`src/common/rtv_consts.svh`:
```
/*
  offsets, field positions and reset values of the remote temperature value block.
  assumes it is included by bare name; definitions only.
*/
`ifndef RTV_CONSTS_SVH
`define RTV_CONSTS_SVH
`define RTV_CMD_R1_SIGNED_HIGH    8'h11
`define RTV_CMD_R2_SIGNED_HIGH    8'h12
`define RTV_CMD_R1_UNSIGNED_HIGH  8'h19
`define RTV_CMD_R2_UNSIGNED_HIGH  8'h1a
`define RTV_CMD_R1_SIGNED_LOW     8'h21
`define RTV_CMD_R2_SIGNED_LOW     8'h22
`define RTV_CMD_R1_UNSIGNED_LOW   8'h29
`define RTV_CMD_R2_UNSIGNED_LOW   8'h2a
`define RTV_CMD_FILTER_SETTING    8'h06
`define RTV_FILTER_RESET          8'h0f
`define RTV_FILTER_R1_LSB         0
`define RTV_FILTER_R2_LSB         2
`define RTV_LOW_FRAC_MSB          7
`define RTV_LOW_FRAC_LSB          3
`define RTV_LOW_FILT_LSB          3
`define RTV_LOW_FILT_MSB          4
`define RTV_UNMAPPED_READ         8'h00
`endif

```
`src/common/rtv_pkg.sv`:
```
/*
  types of the remote temperature value block.
  assumes nothing beyond a systemverilog compiler.
*/
package rtv_pkg;
  typedef logic [7:0]  rtv_byte_t;
  // conversion result: 8 integer bits (two's complement) and 5 fraction bits
  typedef logic [12:0] rtv_result_t;
  typedef enum logic [1:0] {
    RTV_IDLE   = 2'b01,
    RTV_LOCKED = 2'b10
  } rtv_lock_t;
endpackage

```
`src/rtl/rtv_low_latch.sv`:
```
/*
  per-channel low byte holder: catches the fraction bits when the high byte
  is read and releases them when the low byte is read.
  assumes read strobes are one-cycle pulses on sys_clk.
*/
`timescale 1ns/1ps
`default_nettype none
`include "rtv_consts.svh"
module rtv_low_latch
  import rtv_pkg::*;
(
  input  wire logic      sys_clk,
  input  wire logic      srst,
  input  wire logic [4:0] liveFrac,
  input  wire logic      highRead,
  input  wire logic      lowRead,
  output logic     [4:0] heldFrac,
  output logic           locked
);
  rtv_lock_t state;
  rtv_lock_t next_state;
  logic [4:0] frozen;
  logic [4:0] next_frozen;

  always_comb begin
    next_state  = state;
    next_frozen = frozen;
    if (highRead) begin
      next_state  = RTV_LOCKED;
      next_frozen = liveFrac;
    end else if (lowRead) begin
      next_state = RTV_IDLE;
    end
  end

  always_ff @(posedge sys_clk) begin
    if (srst) begin
      state  <= RTV_IDLE;
      frozen <= 5'h00;
    end else begin
      state  <= next_state;
      frozen <= next_frozen;
    end
  end

  assign locked   = (state == RTV_LOCKED);
  assign heldFrac = locked ? frozen : liveFrac;

  a_lock_holds: assert property (@(posedge sys_clk) disable iff (srst)
    locked && !highRead && !lowRead |=> locked && $stable(heldFrac))
    else $error("frozen low fraction changed");
endmodule
`default_nettype wire

```
`src/rtl/rtv_value_regs.sv`:
```
/*
  remote temperature value registers: signed and unsigned high and low bytes
  of two remote channels, plus the filter setting that gates fraction bits.
  assumes a command port decoded from the two-wire bus, one-cycle strobes,
  and conversion results delivered with a one-cycle valid on sys_clk.
*/
`timescale 1ns/1ps
`default_nettype none
`include "rtv_consts.svh"
module rtv_value_regs
  import rtv_pkg::*;
(
  input  wire logic               sys_clk,
  input  wire logic               srst,
  input  wire rtv_pkg::rtv_result_t r1Result,
  input  wire logic               r1Valid,
  input  wire rtv_pkg::rtv_result_t r2Result,
  input  wire logic               r2Valid,
  input  wire logic [7:0]         cmdAddr,
  input  wire logic               cmdRead,
  input  wire logic               cmdWrite,
  input  wire logic [7:0]         cmdWdata,
  output rtv_pkg::rtv_byte_t      cmdRdata,
  output logic                    cmdRvalid,
  output logic [1:0]              remote1FilterSel,
  output logic [1:0]              remote2FilterSel
);
  import rtv_pkg::*;

  rtv_result_t r1Reg;
  rtv_result_t r2Reg;
  rtv_result_t next_r1Reg;
  rtv_result_t next_r2Reg;
  rtv_byte_t   filterReg;
  rtv_byte_t   next_filterReg;
  rtv_byte_t   rdata;
  rtv_byte_t   next_rdata;
  logic        next_rvalid;
  logic [4:0]  r1Held;
  logic [4:0]  r2Held;
  logic        r1HighRd;
  logic        r2HighRd;
  logic        r1LowRd;
  logic        r2LowRd;
  logic        r1Lock;
  logic        r2Lock;
  logic        r1NegHeld;
  logic        r2NegHeld;
  logic        next_r1NegHeld;
  logic        next_r2NegHeld;
  logic        r1Neg;
  logic        r2Neg;

  // signed high byte is the integer part; unsigned uses the same bits, or 8'h00 when the result is negative
  function automatic rtv_byte_t highByte(input rtv_result_t res, input logic unsig);
    rtv_byte_t b;
    b = res[12:5];
    if (unsig && res[12])
      b = 8'h00;
    return b;
  endfunction

  function automatic rtv_byte_t lowByte(input logic [4:0] frac, input logic [1:0] sel,
                                        input logic unsig, input logic neg);
    rtv_byte_t b;
    b = 8'h00;
    b[7:5] = frac[4:2];
    if (sel != 2'b00)
      b[4:3] = frac[1:0];
    b[2:0] = 3'h0;
    if (unsig && neg)
      b = 8'h00;
    return b;
  endfunction

  always_comb begin
    next_r1Reg     = r1Reg;
    next_r2Reg     = r2Reg;
    next_filterReg = filterReg;
    if (r1Valid)
      next_r1Reg = r1Result;
    if (r2Valid)
      next_r2Reg = r2Result;
    if (cmdWrite && cmdAddr == `RTV_CMD_FILTER_SETTING)
      next_filterReg = {4'h0, cmdWdata[3:0]};
  end

  always_ff @(posedge sys_clk) begin
    if (srst) begin
      r1Reg     <= 13'h0000;
      r2Reg     <= 13'h0000;
      filterReg <= `RTV_FILTER_RESET;
    end else begin
      r1Reg     <= next_r1Reg;
      r2Reg     <= next_r2Reg;
      filterReg <= next_filterReg;
    end
  end

  assign remote1FilterSel = filterReg[`RTV_FILTER_R1_LSB +: 2];
  assign remote2FilterSel = filterReg[`RTV_FILTER_R2_LSB +: 2];

  // high reads of either format lock
  assign r1HighRd = cmdRead && (cmdAddr == `RTV_CMD_R1_SIGNED_HIGH ||
                                cmdAddr == `RTV_CMD_R1_UNSIGNED_HIGH);
  assign r2HighRd = cmdRead && (cmdAddr == `RTV_CMD_R2_SIGNED_HIGH ||
                                cmdAddr == `RTV_CMD_R2_UNSIGNED_HIGH);
  assign r1LowRd  = cmdRead && (cmdAddr == `RTV_CMD_R1_SIGNED_LOW ||
                                cmdAddr == `RTV_CMD_R1_UNSIGNED_LOW);
  assign r2LowRd  = cmdRead && (cmdAddr == `RTV_CMD_R2_SIGNED_LOW ||
                                cmdAddr == `RTV_CMD_R2_UNSIGNED_LOW);

  rtv_low_latch u_r1Latch (
    .sys_clk  (sys_clk),
    .srst     (srst),
    .liveFrac (r1Reg[4:0]),
    .highRead (r1HighRd),
    .lowRead  (r1LowRd),
    .heldFrac (r1Held),
    .locked   (r1Lock)
  );

  rtv_low_latch u_r2Latch (
    .sys_clk  (sys_clk),
    .srst     (srst),
    .liveFrac (r2Reg[4:0]),
    .highRead (r2HighRd),
    .lowRead  (r2LowRd),
    .heldFrac (r2Held),
    .locked   (r2Lock)
  );

  always_comb begin
    next_r1NegHeld = r1NegHeld;
    next_r2NegHeld = r2NegHeld;
    if (r1HighRd)
      next_r1NegHeld = r1Reg[12];
    if (r2HighRd)
      next_r2NegHeld = r2Reg[12];
  end

  always_ff @(posedge sys_clk) begin
    if (srst) begin
      r1NegHeld <= 1'b0;
      r2NegHeld <= 1'b0;
    end else begin
      r1NegHeld <= next_r1NegHeld;
      r2NegHeld <= next_r2NegHeld;
    end
  end

  assign r1Neg = r1Lock ? r1NegHeld : r1Reg[12];
  assign r2Neg = r2Lock ? r2NegHeld : r2Reg[12];

  always_comb begin
    next_rvalid = cmdRead;
    next_rdata  = rdata;
    if (cmdRead) begin
      unique case (cmdAddr)
        `RTV_CMD_R1_SIGNED_HIGH:   next_rdata = highByte(r1Reg, 1'b0);
        `RTV_CMD_R2_SIGNED_HIGH:   next_rdata = highByte(r2Reg, 1'b0);
        `RTV_CMD_R1_UNSIGNED_HIGH: next_rdata = highByte(r1Reg, 1'b1);
        `RTV_CMD_R2_UNSIGNED_HIGH: next_rdata = highByte(r2Reg, 1'b1);
        `RTV_CMD_R1_SIGNED_LOW:    next_rdata = lowByte(r1Held, remote1FilterSel, 1'b0, 1'b0);
        `RTV_CMD_R2_SIGNED_LOW:    next_rdata = lowByte(r2Held, remote2FilterSel, 1'b0, 1'b0);
        `RTV_CMD_R1_UNSIGNED_LOW:  next_rdata = lowByte(r1Held, remote1FilterSel, 1'b1,
                                                        r1Neg);
        `RTV_CMD_R2_UNSIGNED_LOW:  next_rdata = lowByte(r2Held, remote2FilterSel, 1'b1,
                                                        r2Neg);
        `RTV_CMD_FILTER_SETTING:   next_rdata = filterReg;
        default:                   next_rdata = `RTV_UNMAPPED_READ;
      endcase
    end
  end

  always_ff @(posedge sys_clk) begin
    if (srst) begin
      rdata     <= 8'h00;
      cmdRvalid <= 1'b0;
    end else begin
      rdata     <= next_rdata;
      cmdRvalid <= next_rvalid;
    end
  end

  assign cmdRdata = rdata;

  a_sig_high_value: assert property (@(posedge sys_clk) disable iff (srst)
    cmdRead && cmdAddr == `RTV_CMD_R1_SIGNED_HIGH |=>
    cmdRvalid && cmdRdata == $past(r1Reg[12:5]))
    else $error("signed high byte wrong");
  a_sig_high_r2: assert property (@(posedge sys_clk) disable iff (srst)
    cmdRead && cmdAddr == `RTV_CMD_R2_SIGNED_HIGH |=> cmdRdata == $past(r2Reg[12:5]))
    else $error("second signed high byte wrong");
  a_read_answer: assert property (@(posedge sys_clk) disable iff (srst)
    cmdRead |=> cmdRvalid)
    else $error("read not answered");
  a_data_holds: assert property (@(posedge sys_clk) disable iff (srst)
    !cmdRead |=> !cmdRvalid && $stable(cmdRdata))
    else $error("read data moved without a read");
  a_sig_low_r1: assert property (@(posedge sys_clk) disable iff (srst)
    cmdRead && cmdAddr == `RTV_CMD_R1_SIGNED_LOW && remote1FilterSel != 2'b00 |=>
    cmdRdata[7:3] == $past(r1Held))
    else $error("signed low byte wrong");
  a_frac_top_bits: assert property (@(posedge sys_clk) disable iff (srst)
    cmdRead && cmdAddr == `RTV_CMD_R2_SIGNED_LOW |=> cmdRdata[7:5] == $past(r2Held[4:2]))
    else $error("coarse fraction bits wrong");
  a_low_reserved: assert property (@(posedge sys_clk) disable iff (srst)
    $past(r1LowRd || r2LowRd) |-> cmdRdata[2:0] == 3'h0)
    else $error("reserved low bits not zero");
  a_filter_off_zero: assert property (@(posedge sys_clk) disable iff (srst)
    cmdRead && cmdAddr == `RTV_CMD_R1_SIGNED_LOW && remote1FilterSel == 2'b00 |=>
    cmdRdata[4:3] == 2'b00)
    else $error("filtered bits visible with filter off");
  a_filter_off_unsig: assert property (@(posedge sys_clk) disable iff (srst)
    cmdRead && cmdAddr == `RTV_CMD_R1_UNSIGNED_LOW && remote1FilterSel == 2'b00 |=>
    cmdRdata[4:3] == 2'b00)
    else $error("unsigned filtered bits visible with filter off");
  a_filter_on_bits: assert property (@(posedge sys_clk) disable iff (srst)
    cmdRead && cmdAddr == `RTV_CMD_R2_SIGNED_LOW && remote2FilterSel != 2'b00 |=>
    cmdRdata[7:3] == $past(r2Held))
    else $error("filtered low bits wrong");
  a_unsig_high_value: assert property (@(posedge sys_clk) disable iff (srst)
    cmdRead && cmdAddr == `RTV_CMD_R2_UNSIGNED_HIGH && !r2Reg[12] |=>
    cmdRdata == $past(r2Reg[12:5]))
    else $error("unsigned high byte wrong");
  a_unsig_high_r1: assert property (@(posedge sys_clk) disable iff (srst)
    cmdRead && cmdAddr == `RTV_CMD_R1_UNSIGNED_HIGH && !r1Reg[12] |=>
    cmdRdata == $past(r1Reg[12:5]))
    else $error("first unsigned high byte wrong");
  a_unsig_high_neg: assert property (@(posedge sys_clk) disable iff (srst)
    cmdRead && cmdAddr == `RTV_CMD_R1_UNSIGNED_HIGH && r1Reg[12] |=> cmdRdata == 8'h00)
    else $error("negative unsigned high byte not clamped");
  a_unsig_low_match: assert property (@(posedge sys_clk) disable iff (srst)
    cmdRead && cmdAddr == `RTV_CMD_R1_UNSIGNED_LOW && remote1FilterSel != 2'b00 && !r1Neg
    |=> cmdRdata[7:3] == $past(r1Held))
    else $error("unsigned low byte wrong");
  a_unsig_low_neg: assert property (@(posedge sys_clk) disable iff (srst)
    cmdRead && cmdAddr == `RTV_CMD_R2_UNSIGNED_LOW && r2Neg |=> cmdRdata == 8'h00)
    else $error("negative unsigned low byte not clamped");
  a_write_no_change: assert property (@(posedge sys_clk) disable iff (srst)
    cmdWrite && !r1Valid |=> $stable(r1Reg))
    else $error("write altered value");
  a_write_r2_stable: assert property (@(posedge sys_clk) disable iff (srst)
    cmdWrite && !r2Valid |=> $stable(r2Reg))
    else $error("write altered second value");
  a_lock_on_high: assert property (@(posedge sys_clk) disable iff (srst)
    r1HighRd ##1 (!r1LowRd && !r1HighRd) |=> r1Lock)
    else $error("low byte not locked");
  a_lock_high_r2: assert property (@(posedge sys_clk) disable iff (srst)
    r2HighRd |=> r2Lock)
    else $error("second low byte not locked");
  a_unlock_on_low: assert property (@(posedge sys_clk) disable iff (srst)
    r1LowRd |=> !r1Lock)
    else $error("low byte not released");
  a_sign_frozen: assert property (@(posedge sys_clk) disable iff (srst)
    r1Lock && !r1HighRd && !r1LowRd |=> $stable(r1Neg))
    else $error("frozen sign changed");
  a_filter_write: assert property (@(posedge sys_clk) disable iff (srst)
    cmdWrite && cmdAddr == `RTV_CMD_FILTER_SETTING |=>
    remote1FilterSel == $past(cmdWdata[1:0]))
    else $error("filter field not written");
  a_filter_write_r2: assert property (@(posedge sys_clk) disable iff (srst)
    cmdWrite && cmdAddr == `RTV_CMD_FILTER_SETTING |=>
    remote2FilterSel == $past(cmdWdata[3:2]))
    else $error("second filter field not written");
  a_filter_keep: assert property (@(posedge sys_clk) disable iff (srst)
    !(cmdWrite && cmdAddr == `RTV_CMD_FILTER_SETTING) |=> $stable(filterReg))
    else $error("filter setting changed without a write");
  a_result_load: assert property (@(posedge sys_clk) disable iff (srst)
    r2Valid |=> r2Reg == $past(r2Result))
    else $error("result not loaded");
  a_result_r1: assert property (@(posedge sys_clk) disable iff (srst)
    r1Valid |=> r1Reg == $past(r1Result))
    else $error("first result not loaded");

  c_lock_then_low: cover property (@(posedge sys_clk) disable iff (srst)
    r1HighRd ##[1:4] r1LowRd);
  c_filtered_read: cover property (@(posedge sys_clk) disable iff (srst)
    r2LowRd && remote2FilterSel != 2'b00);
  c_negative_unsig: cover property (@(posedge sys_clk) disable iff (srst)
    cmdRead && cmdAddr == `RTV_CMD_R1_UNSIGNED_HIGH && r1Reg[12]);
  c_refresh_lock: cover property (@(posedge sys_clk) disable iff (srst)
    r1Lock && r1HighRd);
  c_frozen_sign: cover property (@(posedge sys_clk) disable iff (srst)
    r1LowRd && r1Lock && r1NegHeld != r1Reg[12]);
endmodule
`default_nettype wire

```
`config.mk`:
```
export PLATFORM = sky130hd
export DESIGN_NAME = rtv_value_regs
export DESIGN_NICKNAME = d
export VERILOG_FILES = /design/src/common/rtv_pkg.sv /design/src/rtl/rtv_low_latch.sv /design/src/rtl/rtv_value_regs.sv
export VERILOG_INCLUDE_DIRS = /design/src /design/src/common
export SDC_FILE = /design/constraint.sdc
export NUM_CORES = 1
export LEC_CHECK = 0
export BUFFER_PORTS_ARGS = -buffer_cell sky130_fd_sc_hd__buf_2
export CAP_MARGIN = 20
export CORE_ASPECT_RATIO = 1.2
export CORE_UTILIZATION = 30
export CTS_CLUSTER_SIZE = 40
export DETAILED_ROUTE_END_ITERATION = 10
export GPL_ROUTABILITY_DRIVEN = 0
export GPL_TIMING_DRIVEN = 0
export MAX_ROUTING_LAYER = met4
export PLACE_DENSITY = 0.54
export SLEW_MARGIN = 25
export SYNTH_ARGS = -nofsm -noshare
export SYNTH_HDL_FRONTEND = slang
export SYNTH_SLANG_ARGS = --single-unit
```
`constraint.sdc`:
```
create_clock -name sys_clk -period 3.1 [get_ports sys_clk]
set_input_delay 0.62 -clock sys_clk [delete_from_list [all_inputs] [get_ports sys_clk]]
set_output_delay 0.62 -clock sys_clk [all_outputs]
set_load 0.05 [all_outputs]
```
* After elaboration in Yosys (flattened, before gate mapping)
Cells that the tools add are included.
** Word-level totals
- Register bits after elaboration :: 55
- Input bits :: 48
- Output and inout port bits :: 13
- Logic and storage cells :: 50
** Cells by class
- Equal/unequal tests :: 11
- Multiplexer cells :: 15
- Reduce and logical (&&, ||, !) cells :: 13
** Operators with widths (count)
- case mux 8 bit (9 select lines) :: 1
- == test 8 x 5 -> 1 bit (second input constant) :: 4
- == test 8 x 6 -> 1 bit (second input constant) :: 4
- 2-to-1 mux 8 bit :: 2
- 2-to-1 mux 7 bit :: 2
- 2-to-1 mux 2 bit :: 6
- 2-to-1 mux 5 bit :: 2
- == test 8 x 3 -> 1 bit (second input constant) :: 1
- nonzero test 2 bit :: 4
- logical AND 1 bit :: 5
- == test 2 bit (second input constant) :: 2
- logical OR 1 bit :: 4
- 2-to-1 mux 1 bit :: 2

* Depth between registers and ports, before layout
Gate-level depths: netlist of run 1.
- Depth after elaboration :: 5
- Gate-level depth with buffers :: 7
- Gate-level depth less buffers :: 5

* Modules after synthesis
Synthesis of run 1 repeated with hierarchy kept, for this count alone.
** Unflattened totals
- Cells, all modules :: 270
- Area, all modules :: 2588.7 sq um
** By module, submodules not included
- rtv_value_regs :: times used 1, cells each 208, area an instance 1898.1 sq um, seq. area each 820.8 sq um
- rtv_low_latch :: times used 2, cells each 31, area an instance 345.3 sq um, seq. area each 140.1 sq um

* Least setup slack after synthesis of run 1
OpenSTA, ideal clock, no wires.
- Path type :: input -> register
- Start point :: input cmdAddr[5]
- End point :: register u_r1Latch.frozen[0]
- Library setup time :: 128 ps
- Arrival time :: 1966 ps
- Required time :: 2972 ps
- Setup slack :: 1006 ps
- Stages :: 6
- Buffers on the path :: 1
- Path through :: or4b_1 > buf_2 > nor3b_4 > nand2_4 > mux2i_1 > nor2_1
** Between the ends
- Longest elaborated chain between the ends :: 3
- Elaborated cells on any way between the ends :: 4
- Classes of those cells :: 2 x eq/ne; 2 x reduce/logical
** Ends and longest elaborated chain
- from (decl) :: line rtv_value_regs.sv:19 : input wire logic [7:0] cmdAddr,
- == test 8 x 5 -> 1 bit
- logical OR 1 bit (no source line) *
- logical AND 1 bit * :: line rtv_value_regs.sv:104 : assign r1HighRd = cmdRead && (cmdAddr == `RTV_CMD_R1_SIGNED_HIGH ||
- to (signal assigned) :: line rtv_low_latch.sv:42 : frozen <= next_frozen;
- to (decl) :: line rtv_low_latch.sv:22 : logic [4:0] frozen;
Every way passes the cells marked *; elsewhere a longest branch is shown, timed or not.
A chain may end at the register's enable or synchronous reset.

* Worst setup path after layout of run 1
- Start point :: input cmdAddr[5]
- End point :: register r1NegHeld
** Between the ends
- Longest elaborated chain between the ends :: 3
- Elaborated cells on any way between the ends :: 4
- Classes of those cells :: 2 x eq/ne; 2 x reduce/logical
** Ends and longest elaborated chain
- == test 8 x 5 -> 1 bit
- logical OR 1 bit (no source line) *
- logical AND 1 bit * :: line rtv_value_regs.sv:104
- to (signal assigned) :: line rtv_value_regs.sv:147 : r1NegHeld <= next_r1NegHeld;
- to (decl) :: line rtv_value_regs.sv:47 : logic r1NegHeld;
Marked as above.

==> results of run 1 <==
==> cell type report <==
class / count / area (µm²) / area share (%)
Multi-Input combinational cell: 192 / 1271 / 42.98
Buffer: 17 / 67.56 / 2.284
Clock buffer: 6 / 72.57 / 2.453
Tap cell: 92 / 115.1 / 3.892
Timing Repair Buffer: 54 / 270.3 / 9.137
Sequential cell: 55 / 1101 / 37.23
Clock inverter: 2 / 60.06 / 2.030
==> Yosys cell counts (5+ instances only) <==
cell and count:
a21oi_1 9, a22oi_1 11, clkbuf_1 12, dfxtp_1 55
mux2i_1 38, nand2_1 24, nand3_1 12, nor2_1 40
o21ai_1 5
==> metrics by stage <==
step | power, mW | instance area [µm²]
final | 1.437 | 2958
after global routing | 1.499 | 2958
after CTS | 1.456 | 2958
after detailed placement | 0.9010 | 2825
after global placement | 0.8976 | 2825
after floorplan | 0.8383 | 2440
==> routing by layer <==
| metal | vias to the layer above | share of wire, % | GRT usage, % |
|---|---|---|---|
| met5 | - | 0 | - |
| met4 | 0 | 1.8 | 6.233 |
| met3 | 9 | 4.5 | 2.867 |
| met2 | 52 | 47 | 25.79 |
| met1 | 986 | 47 | 20.16 |
| li1 | 1050 | - | - |
==> power groups by stage <==
stage	combinational [mW]	clock [mW]	sequential (mW)
CTS	0.141	0.571	0.744
global route	0.153	0.599	0.747
floorplan	0.0759	0	0.762
global placement	0.138	0	0.760
finish	0.140	0.553	0.744
detailed placement	0.141	0	0.760
==> final timing paths <==
path | to | slack, ns | cells past startpoint
setup / recovery | r1NegHeld | 0.95 | 7
hold / removal | u_r2Latch.frozen[3] | 0.46 | 2
setup reg to reg | cmdRdata[7] | 1.20 | 6
hold reg to reg | u_r2Latch.frozen[3] | 0.46 | 2
==> critical path, stage by stage <==
cell and delay (ns):
buf_2 0.13, or4b_1 0.51, buf_2 0.19, nor3b_4 0.46, nand2_4 0.19, mux2i_1 0.19
nor2_1 0.05
==> state kept, by name, summed over array words and instances (netlist names), 2 cells and up <==
register          flops
r1Reg                13
r2Reg                13
cmdRdata              8
u_r1Latch.frozen      5
u_r2Latch.frozen      5
filterReg             4
u_r1Latch.state       2
u_r2Latch.state       2
==> cell families (layout without fill, tap and decap cells) <==
| group | after synthesis | after routing | synth area share, % |
|---|---|---|---|
| flops | 55 | 55 | 45.13 |
| compound gates | 39 | 39 | 11.08 |
| buf+inv | 17 | 79 | 2.769 |
| xor+xnor | 2 | 2 | 0.7181 |
| mux | 44 | 44 | 18.36 |
| simple gates | 107 | 107 | 21.95 |
==> cells in the final DEF, fill, tap and decap left out, types with 3 or more instances in the layout <==
master and count:
a21o_1 3, a21oi_1 9, a22oi_1 11, and2_1 3
buf_2 57, clkbuf_1 13, clkbuf_8 5, dfxtp_1 55
mux2_2 4, mux2i_1 38, nand2_1 24, nand2b_1 4
nand3_1 12, nand3b_1 4, nor2_1 40, nor2b_1 4
nor3_1 3, o21ai_1 5
==> results.md, run 1 <==
| Step | Result | Reported |
|:---|:---|:---|
| run status | Result of the run | finished with violations |
| run status | Violations in the final reports | design-rule violations |
| cts | Clock latency reported for the late side of the worst-skew pair | 0.31 ns |
| route | Post-DR wirelength/cell | 15.08 µm |
| synth | Share of synthesized registers carrying an async set or reset | 0% |
| cts | Number of buffers created by CTS | 5 |
| timing | Period utilization | 69.45% |
| cts | TritonCTS clock tree | yes |
| power and ir drop | Areal power density over the cells | 485.8 nW/µm² |
| setup path | Launch point of the critical path | cmdAddr[5] |
| synth | Synthesis warning total | 0 |
| flow run | Max-capacitance violation count | 0 |
| synth | Cell area after synthesis | 2440 µm² |
| cts | # clock sinks | 55 |
| finish | Final core utilization | 37.95% |
| power and ir drop | Combinational share of power | 9.7% |
| route | 1st-iter DRT viols | 168 |
| die | Overall die area | 8499 µm² |
| timing | Minimum clock period after layout | 2.153 ns |
| synth | Top_reg_cell synth | dfxtp_1 |
| timing | Setup repair after global routing missed its margin | no |
| worst hold path | Worst hold start | u_r2Latch.frozen[3] |
| timing | Slew HR | 42.37% |
| die | Die boundary height | 100.8 µm |
| finish | Share of final-layout standard cells stronger than drive strength 1 | 22.09% |
| synth | Share of synthesized area occupied by flip-flops and latches | 45.13% |
| cts | Number of gates resized after CTS | 0 |
| grt | Final global-route overflow total | 0 |
| setup path | Worst Setup Path Type | input pin to flop |
| finish | Antenna cells | 0 |
| route | Remaining antenna violation count after routing | 0 |
| worst hold path | Min-delay worst type | flop to flop |
| timing | Worst Setup Slack, final | 0.9470 ns |
| synth | Number of synthesized flops with an enable pin | 0 |
| power and ir drop | Leakage power of the design | 1.264 nW |
| power and ir drop | Power share of the clock group | 38.5% |
| placed design | Placement-stage worst setup slack | 0.6046 ns |
| die | Initial Utilization | 31.30% |
| finish | Total of fill cells in the finished design | 829 |
| setup path | Crit Path Max Fanout | 8 |
| synth | Number of register bits inferred by synthesis | 55 |
| timing | Peak clock frequency supported by timing | 0.4645 GHz |
| grt | Total routing resource utilization after global routing | 16.06% |
| timing | Final setup vio count | 0 |
| power and ir drop | Proportion of total power due to net switching | 22.58% |
| power and ir drop | Max VDD drop | 0.0002158 V |
| finish | Final cell count without fillers | 418 |
| finish | Fin nets | 373 |
| cts | H-tree levels | 2 |
| synth | Post-synthesis instance total | 264 |
| timing | Max-slew violation total from the final report | 0 |
| die | Boundary pin count | 61 |
| grt | Vias in the first global route | 2009 |
| power and ir drop | Switching component of the power | 0.3244 mW |
| setup path | Data required, critical path | 3.28 ns |
| route | Remaining design rule violation count | 12 |
| die | Placement row count | 35 |
| route | Total wirelength of the detailed-routed design | 6304 µm |
| timing | Count of endpoints failing hold in the final timing report | 0 |
| setup path | Category of the worst setup path capture point | flop |
| synth | Synthesized netlist net count | 312 |
| grt | First-pass GRT wire length | 10250 µm |
| synth | Post-synth top area cell | dfxtp_1 |
| cts | Clock edge transition at the registers on the reported setup and hold paths | 0.09 ns |
| timing | Transition time at the pin with the least slew margin | 0.8645 ns |
| cts | Root Buffer Master | clkbuf_8 |
| synth | Cell types with the largest area share after synthesis | dfxtp_1 45%, mux2i_1 16%, nor2_1 6.2%, nand2_1 3.7%, a22oi_1 3.4% |
| setup path | Startpoint of the lowest-slack register-to-register path | u_r2Latch.state[1] |
| setup path | Critical Path Source Type | input pin |
| synth | Count of distinct cell types in the synthesized netlist | 38 |
| setup path | Signal arrival time at the worst endpoint | 2.33 ns |
| placed design | Detail Placement HPWL | 4779 µm |
| die | Die Wd | 84.33 µm |
| cts | Hold-fix buffer count after cts | 0 |
| timing | Post-route worst hold slack | 0.4562 ns |
| power and ir drop | Internal power summed over all cells | 1.112 mW |
| grt | Initial antenna violation count | 0 |
| cts | Number of buffers inserted to repair setup after CTS | 0 |
| placed design | DP Cell Count | 410 |
| route | Detailed-route via count | 2097 |
| route | Average vias per placed instance | 5.017 |
| synth | Proportion of netlist area held by the largest area contributor | 45.13% |
| power and ir drop | Portion of total power attributed to sequential cells | 51.8% |
| cts | CTS Buffer Depth | 2 |
| die | Core region area | 7795 µm² |
| placed design | Number of buffers inserted by port buffering | 54 |
| synth | Average instance area after synthesis | 9.242 µm² |
| grt | Maximum number of pins on one net before global-route repair | 17 |
| finish | Post-synthesis to final-layout area growth | 21.23% |
| timing | Setup TNS | 0 ns |
| route | Number of iterations in the first detailed-routing pass | 9 |
| timing | Worst clock skew on the final layout | 0.009647 ns |
(Power assumes the default switching activity.)
==> run 2: changes to the inputs <==
--- a/config.mk
+++ b/config.mk
@@ -6,6 +6,7 @@
 export SDC_FILE = /design/constraint.sdc
 export NUM_CORES = 1
 export LEC_CHECK = 0
+export ABC_AREA = 1
 export BUFFER_PORTS_ARGS = -buffer_cell sky130_fd_sc_hd__buf_2
 export CAP_MARGIN = 20
 export CORE_ASPECT_RATIO = 1.2
@@ -15,7 +16,7 @@
 export GPL_ROUTABILITY_DRIVEN = 0
 export GPL_TIMING_DRIVEN = 0
 export MAX_ROUTING_LAYER = met4
-export PLACE_DENSITY = 0.54
+export PLACE_DENSITY = 0.56
 export SLEW_MARGIN = 25
 export SYNTH_ARGS = -nofsm -noshare
 export SYNTH_HDL_FRONTEND = slang
==> constraint.sdc (replaced) <==
create_clock -name sys_clk -period 1.9 [get_ports sys_clk]
set_input_delay 0.38 -clock sys_clk [delete_from_list [all_inputs] [get_ports sys_clk]]
set_output_delay 0.38 -clock sys_clk [all_outputs]
set_load 0.05 [all_outputs]
==> results.md, run 2 <==
| Step | Result | Reported |
|:---|:---|:---|
| synth | Post-synth top area cell | dfxtp_1 |
| synth | Number of synthesized flops with an enable pin | 0 |
| cts | Hold-fix buffer count after cts | 0 |
| placed design | DP Cell Count | 538 |
| flow run | Max-capacitance violation count | 0 |
| synth | Commonest cells post-synth | 67 x nand2_1, 65 x nor2_1, 55 x dfxtp_1 |
| synth | Proportion of netlist area held by the largest area contributor | 43.33% |
| timing | Setup repair after global routing missed its margin | no |
| setup path | CP peak stage delay | 0.34 ns |
| die | Placement row count | 36 |
| power and ir drop | Areal power density over the cells | 685.2 nW/µm² |
| worst hold path | Worst hold start | cmdWdata[0] |
| setup path | Library cell appearing most often on the critical path | nand2_1 |
| setup path | Category of the worst setup path capture point | flop |
| cts | Clock latency reported for the late side of the worst-skew pair | 0.31 ns |
| route | Number of iterations in the first detailed-routing pass | 4 |
| cts | Clock edge transition at the registers on the reported setup and hold paths | 0.10 ns |
| route | 1st-iter DRT viols | 141 |
| finish | Commonest non-fill, non-tap cell in the layout | nand2_1 |
| setup path | Critical path, cell by cell | inv_1, nand2_1, nand2_1, nand3_1, nand3_1, nand2_1, o21ai_1, a21oi_1 |
| finish | Commonest cells after routing, fill and taps aside | 67 x nand2_1, 65 x nor2_1, 56 x buf_2, 55 x dfxtp_1, 40 x o21ai_0 |
| timing | Slew HR | 66.51% |
| route | Total wirelength of the detailed-routed design | 6606 µm |
| synth | Post-synthesis instance total | 369 |
| timing | Peak clock frequency supported by timing | 0.6856 GHz |
| cts | Root Buffer Master | clkbuf_8 |
| route | Detailed-route via count | 2494 |
| timing | Period utilization | 76.77% |
| synth | Share of synthesized registers carrying an async set or reset | 0% |
| cts | Number of buffers inserted to repair setup after CTS | 0 |
| grt | Final global-route overflow total | 0 |
| cts | # clock sinks | 55 |
| cts | Number of buffers created by CTS | 5 |
| timing | Worst clock skew on the final layout | 0.007543 ns |
| synth | Count leader, synth | nand2_1 |
| route | Remaining design rule violation count | 0 |
| placed design | Cell area after placement | 2959 µm² |
| synth | Synth Area in Adders | 0% |
| setup path | Slowest cell on the critical path | dfxtp_1 |
| finish | Share of final-layout standard cells stronger than drive strength 1 | 20.37% |
| route | Remaining antenna violation count after routing | 0 |
| synth | Area share of and/or/nand/nor cells after synthesis | 31.61% |
| timing | Post-route worst hold slack | 0.2836 ns |
| finish | Final Cell Area | 3044 µm² |
| die | Die boundary height | 102.8 µm |
| power and ir drop | Leakage power of the design | 1.350 nW |
| run status | Result of the run | finished clean |
| grt | First-pass GRT wire length | 10880 µm |
| synth | Parity-gate share of the synthesized area counting xor and xnor cells | 0% |
| setup path | Data required, critical path | 2.08 ns |
| timing | Transition time at the pin with the least slew margin | 0.5023 ns |
| timing | Setup TNS | 0 ns |
| synth | Synthesized netlist net count | 417 |
| die | Overall die area | 8844 µm² |
| timing | Count of endpoints failing hold in the final timing report | 0 |
| route | Average vias per placed instance | 4.568 |
| timing | Minimum clock period after layout | 1.459 ns |
| timing | Final setup vio count | 0 |
| finish | Antenna cells | 0 |
| cts | TritonCTS clock tree | yes |
| synth | Share of synthesized area occupied by flip-flops and latches | 43.33% |
| synth | Compound-gate portion of the synthesized area | 16.20% |
| die | Initial Utilization | 31.17% |
| synth | Count of distinct cell types in the synthesized netlist | 25 |
| synth | Portion of netlist area occupied by mux cells | 0% |
| grt | Maximum number of pins on one net before global-route repair | 17 |
| setup path | Critical Path Source Type | flop |
| setup path | Crit Path Max Fanout | 9 |
| worst hold path | Min-delay worst type | input pin to flop |
| cts | CTS Buffer Depth | 2 |
| die | Core region area | 8153 µm² |
| grt | Vias in the first global route | 2316 |
| die | Die Wd | 86.02 µm |
| placed design | Detail Placement HPWL | 5287 µm |
| cts | Number of gates resized after CTS | 0 |
| power and ir drop | Max VDD drop | 0.0002721 V |
| die | Boundary pin count | 61 |
| finish | Fin nets | 479 |
| synth | Cell area after synthesis | 2541 µm² |
| finish | Final cell count without fillers | 546 |
| setup path | Launch point of the critical path | u_r1Latch.state[0] |
| synth | Top_reg_cell synth | dfxtp_1 |
| route | Post-DR wirelength/cell | 12.10 µm |
| synth | Synthesis warning total | 0 |
| setup path | Signal arrival time at the worst endpoint | 1.64 ns |
| grt | Initial antenna violation count | 0 |
| cts | H-tree levels | 2 |
| timing | Max-slew violation total from the final report | 0 |
| grt | Total routing resource utilization after global routing | 16.25% |
| synth | Number of register bits inferred by synthesis | 55 |
| finish | Post-synthesis to final-layout area growth | 19.79% |
| setup path | Buffer and inverter count on the worst path | 1 |
| synth | Average instance area after synthesis | 6.887 µm² |
| setup path | Largest delay share family, worst path | simple AND/OR/NAND/NOR gates |
| setup path | Worst Setup Path Type | flop to flop |
| synth | Cell types with the largest area share after synthesis | dfxtp_1 43%, nand2_1 9.9%, nor2_1 9.6%, o21ai_0 7.9%, nand3_1 7.7% |
| synth | Main combinational cell family by area after synthesis | simple AND/OR/NAND/NOR gates |
| setup path | Startpoint of the lowest-slack register-to-register path | u_r1Latch.state[0] |
| placed design | Number of buffers inserted by port buffering | 55 |
[run 2: cell types whose count changed in the layout (fill, tap and decap cells not counted), moves of 11 or more]
cell     previous run  this run
a21oi_1             9        23
a22oi_1            11         0
inv_1               0        30
mux2i_1            38         0
nand2_1            24        67
nand3_1            12        39
nor2_1             40        65
o21ai_0             0        40
[run 2: logic make-up (layout without fill, tap and decap cells)]
kind of cell | Yosys count | after routing
buffers and inverters | 51 | 114
AO/OA/AOI/OAI | 78 | 78
AND/OR/NAND/NOR | 185 | 185
flip-flops | 55 | 55
[run 2: path summary, 6_finish.rpt]
check	to	slack [ns]	cells past startpoint
max reg2reg	cmdRdata[6]	0.44	8
min	filterReg[0]	0.28	3
max	cmdRdata[6]	0.44	8
min reg2reg	u_r1Latch.frozen[3]	0.46	2
[run 2: layout make-up]
class	instances	area, µm²
multi-input cells	263	1215
clock buffers	6	72.57
inverters	37	138.9
plain buffers	14	86.33
clock inverters	2	12.51
repair buffers	55	275.3
well taps	114	142.6
fillers	896	5109
flip-flops and latches	55	1101
[run 2: metal layers]
| layer | GRT usage, % | up-vias | wire length [µm] | share of wire (%) |
|---|---|---|---|---|
| li1 | - | 1308 | - | - |
| met1 | 19.20 | 1118 | 2958 | 45 |
| met2 | 28.57 | 62 | 3312 | 50 |
| met3 | 2.162 | 6 | 251 | 3.8 |
| met4 | 5.256 | 0 | 84 | 1.3 |
| met5 | - | - | 0 | 0 |
[run 2: through the flow]
step | worst slack [ns] | util [%] | total power [mW]
after floorplan | 0.5315 | - | 1.375
after global placement | 0.3264 | 36.30 | 1.469
after detailed placement | 0.3052 | 36.30 | 1.473
after CTS | 0.4862 | 37.34 | 2.110
after global routing | 0.2956 | 37.34 | 2.195
final | 0.4413 | 37.34 | 2.086
[run 2: power breakdown]
part / total (mW) / internal (mW) / switching, mW
Clock: 0.642 / 0.259 / 0.383
Sequential: 1.22 / 1.19 / 0.0287
Combinational: 0.221 / 0.0845 / 0.137
Total: 2.09 / 1.54 / 0.549
[run 2: worst register-to-register path, cell delays in order, from the launching register on]
cell and delay (ns):
dfxtp_1 0.34, inv_1 0.05, nand2_1 0.17, nand2_1 0.11, nand3_1 0.18, nand3_1 0.15, nand2_1 0.06, o21ai_1 0.20
a21oi_1 0.09
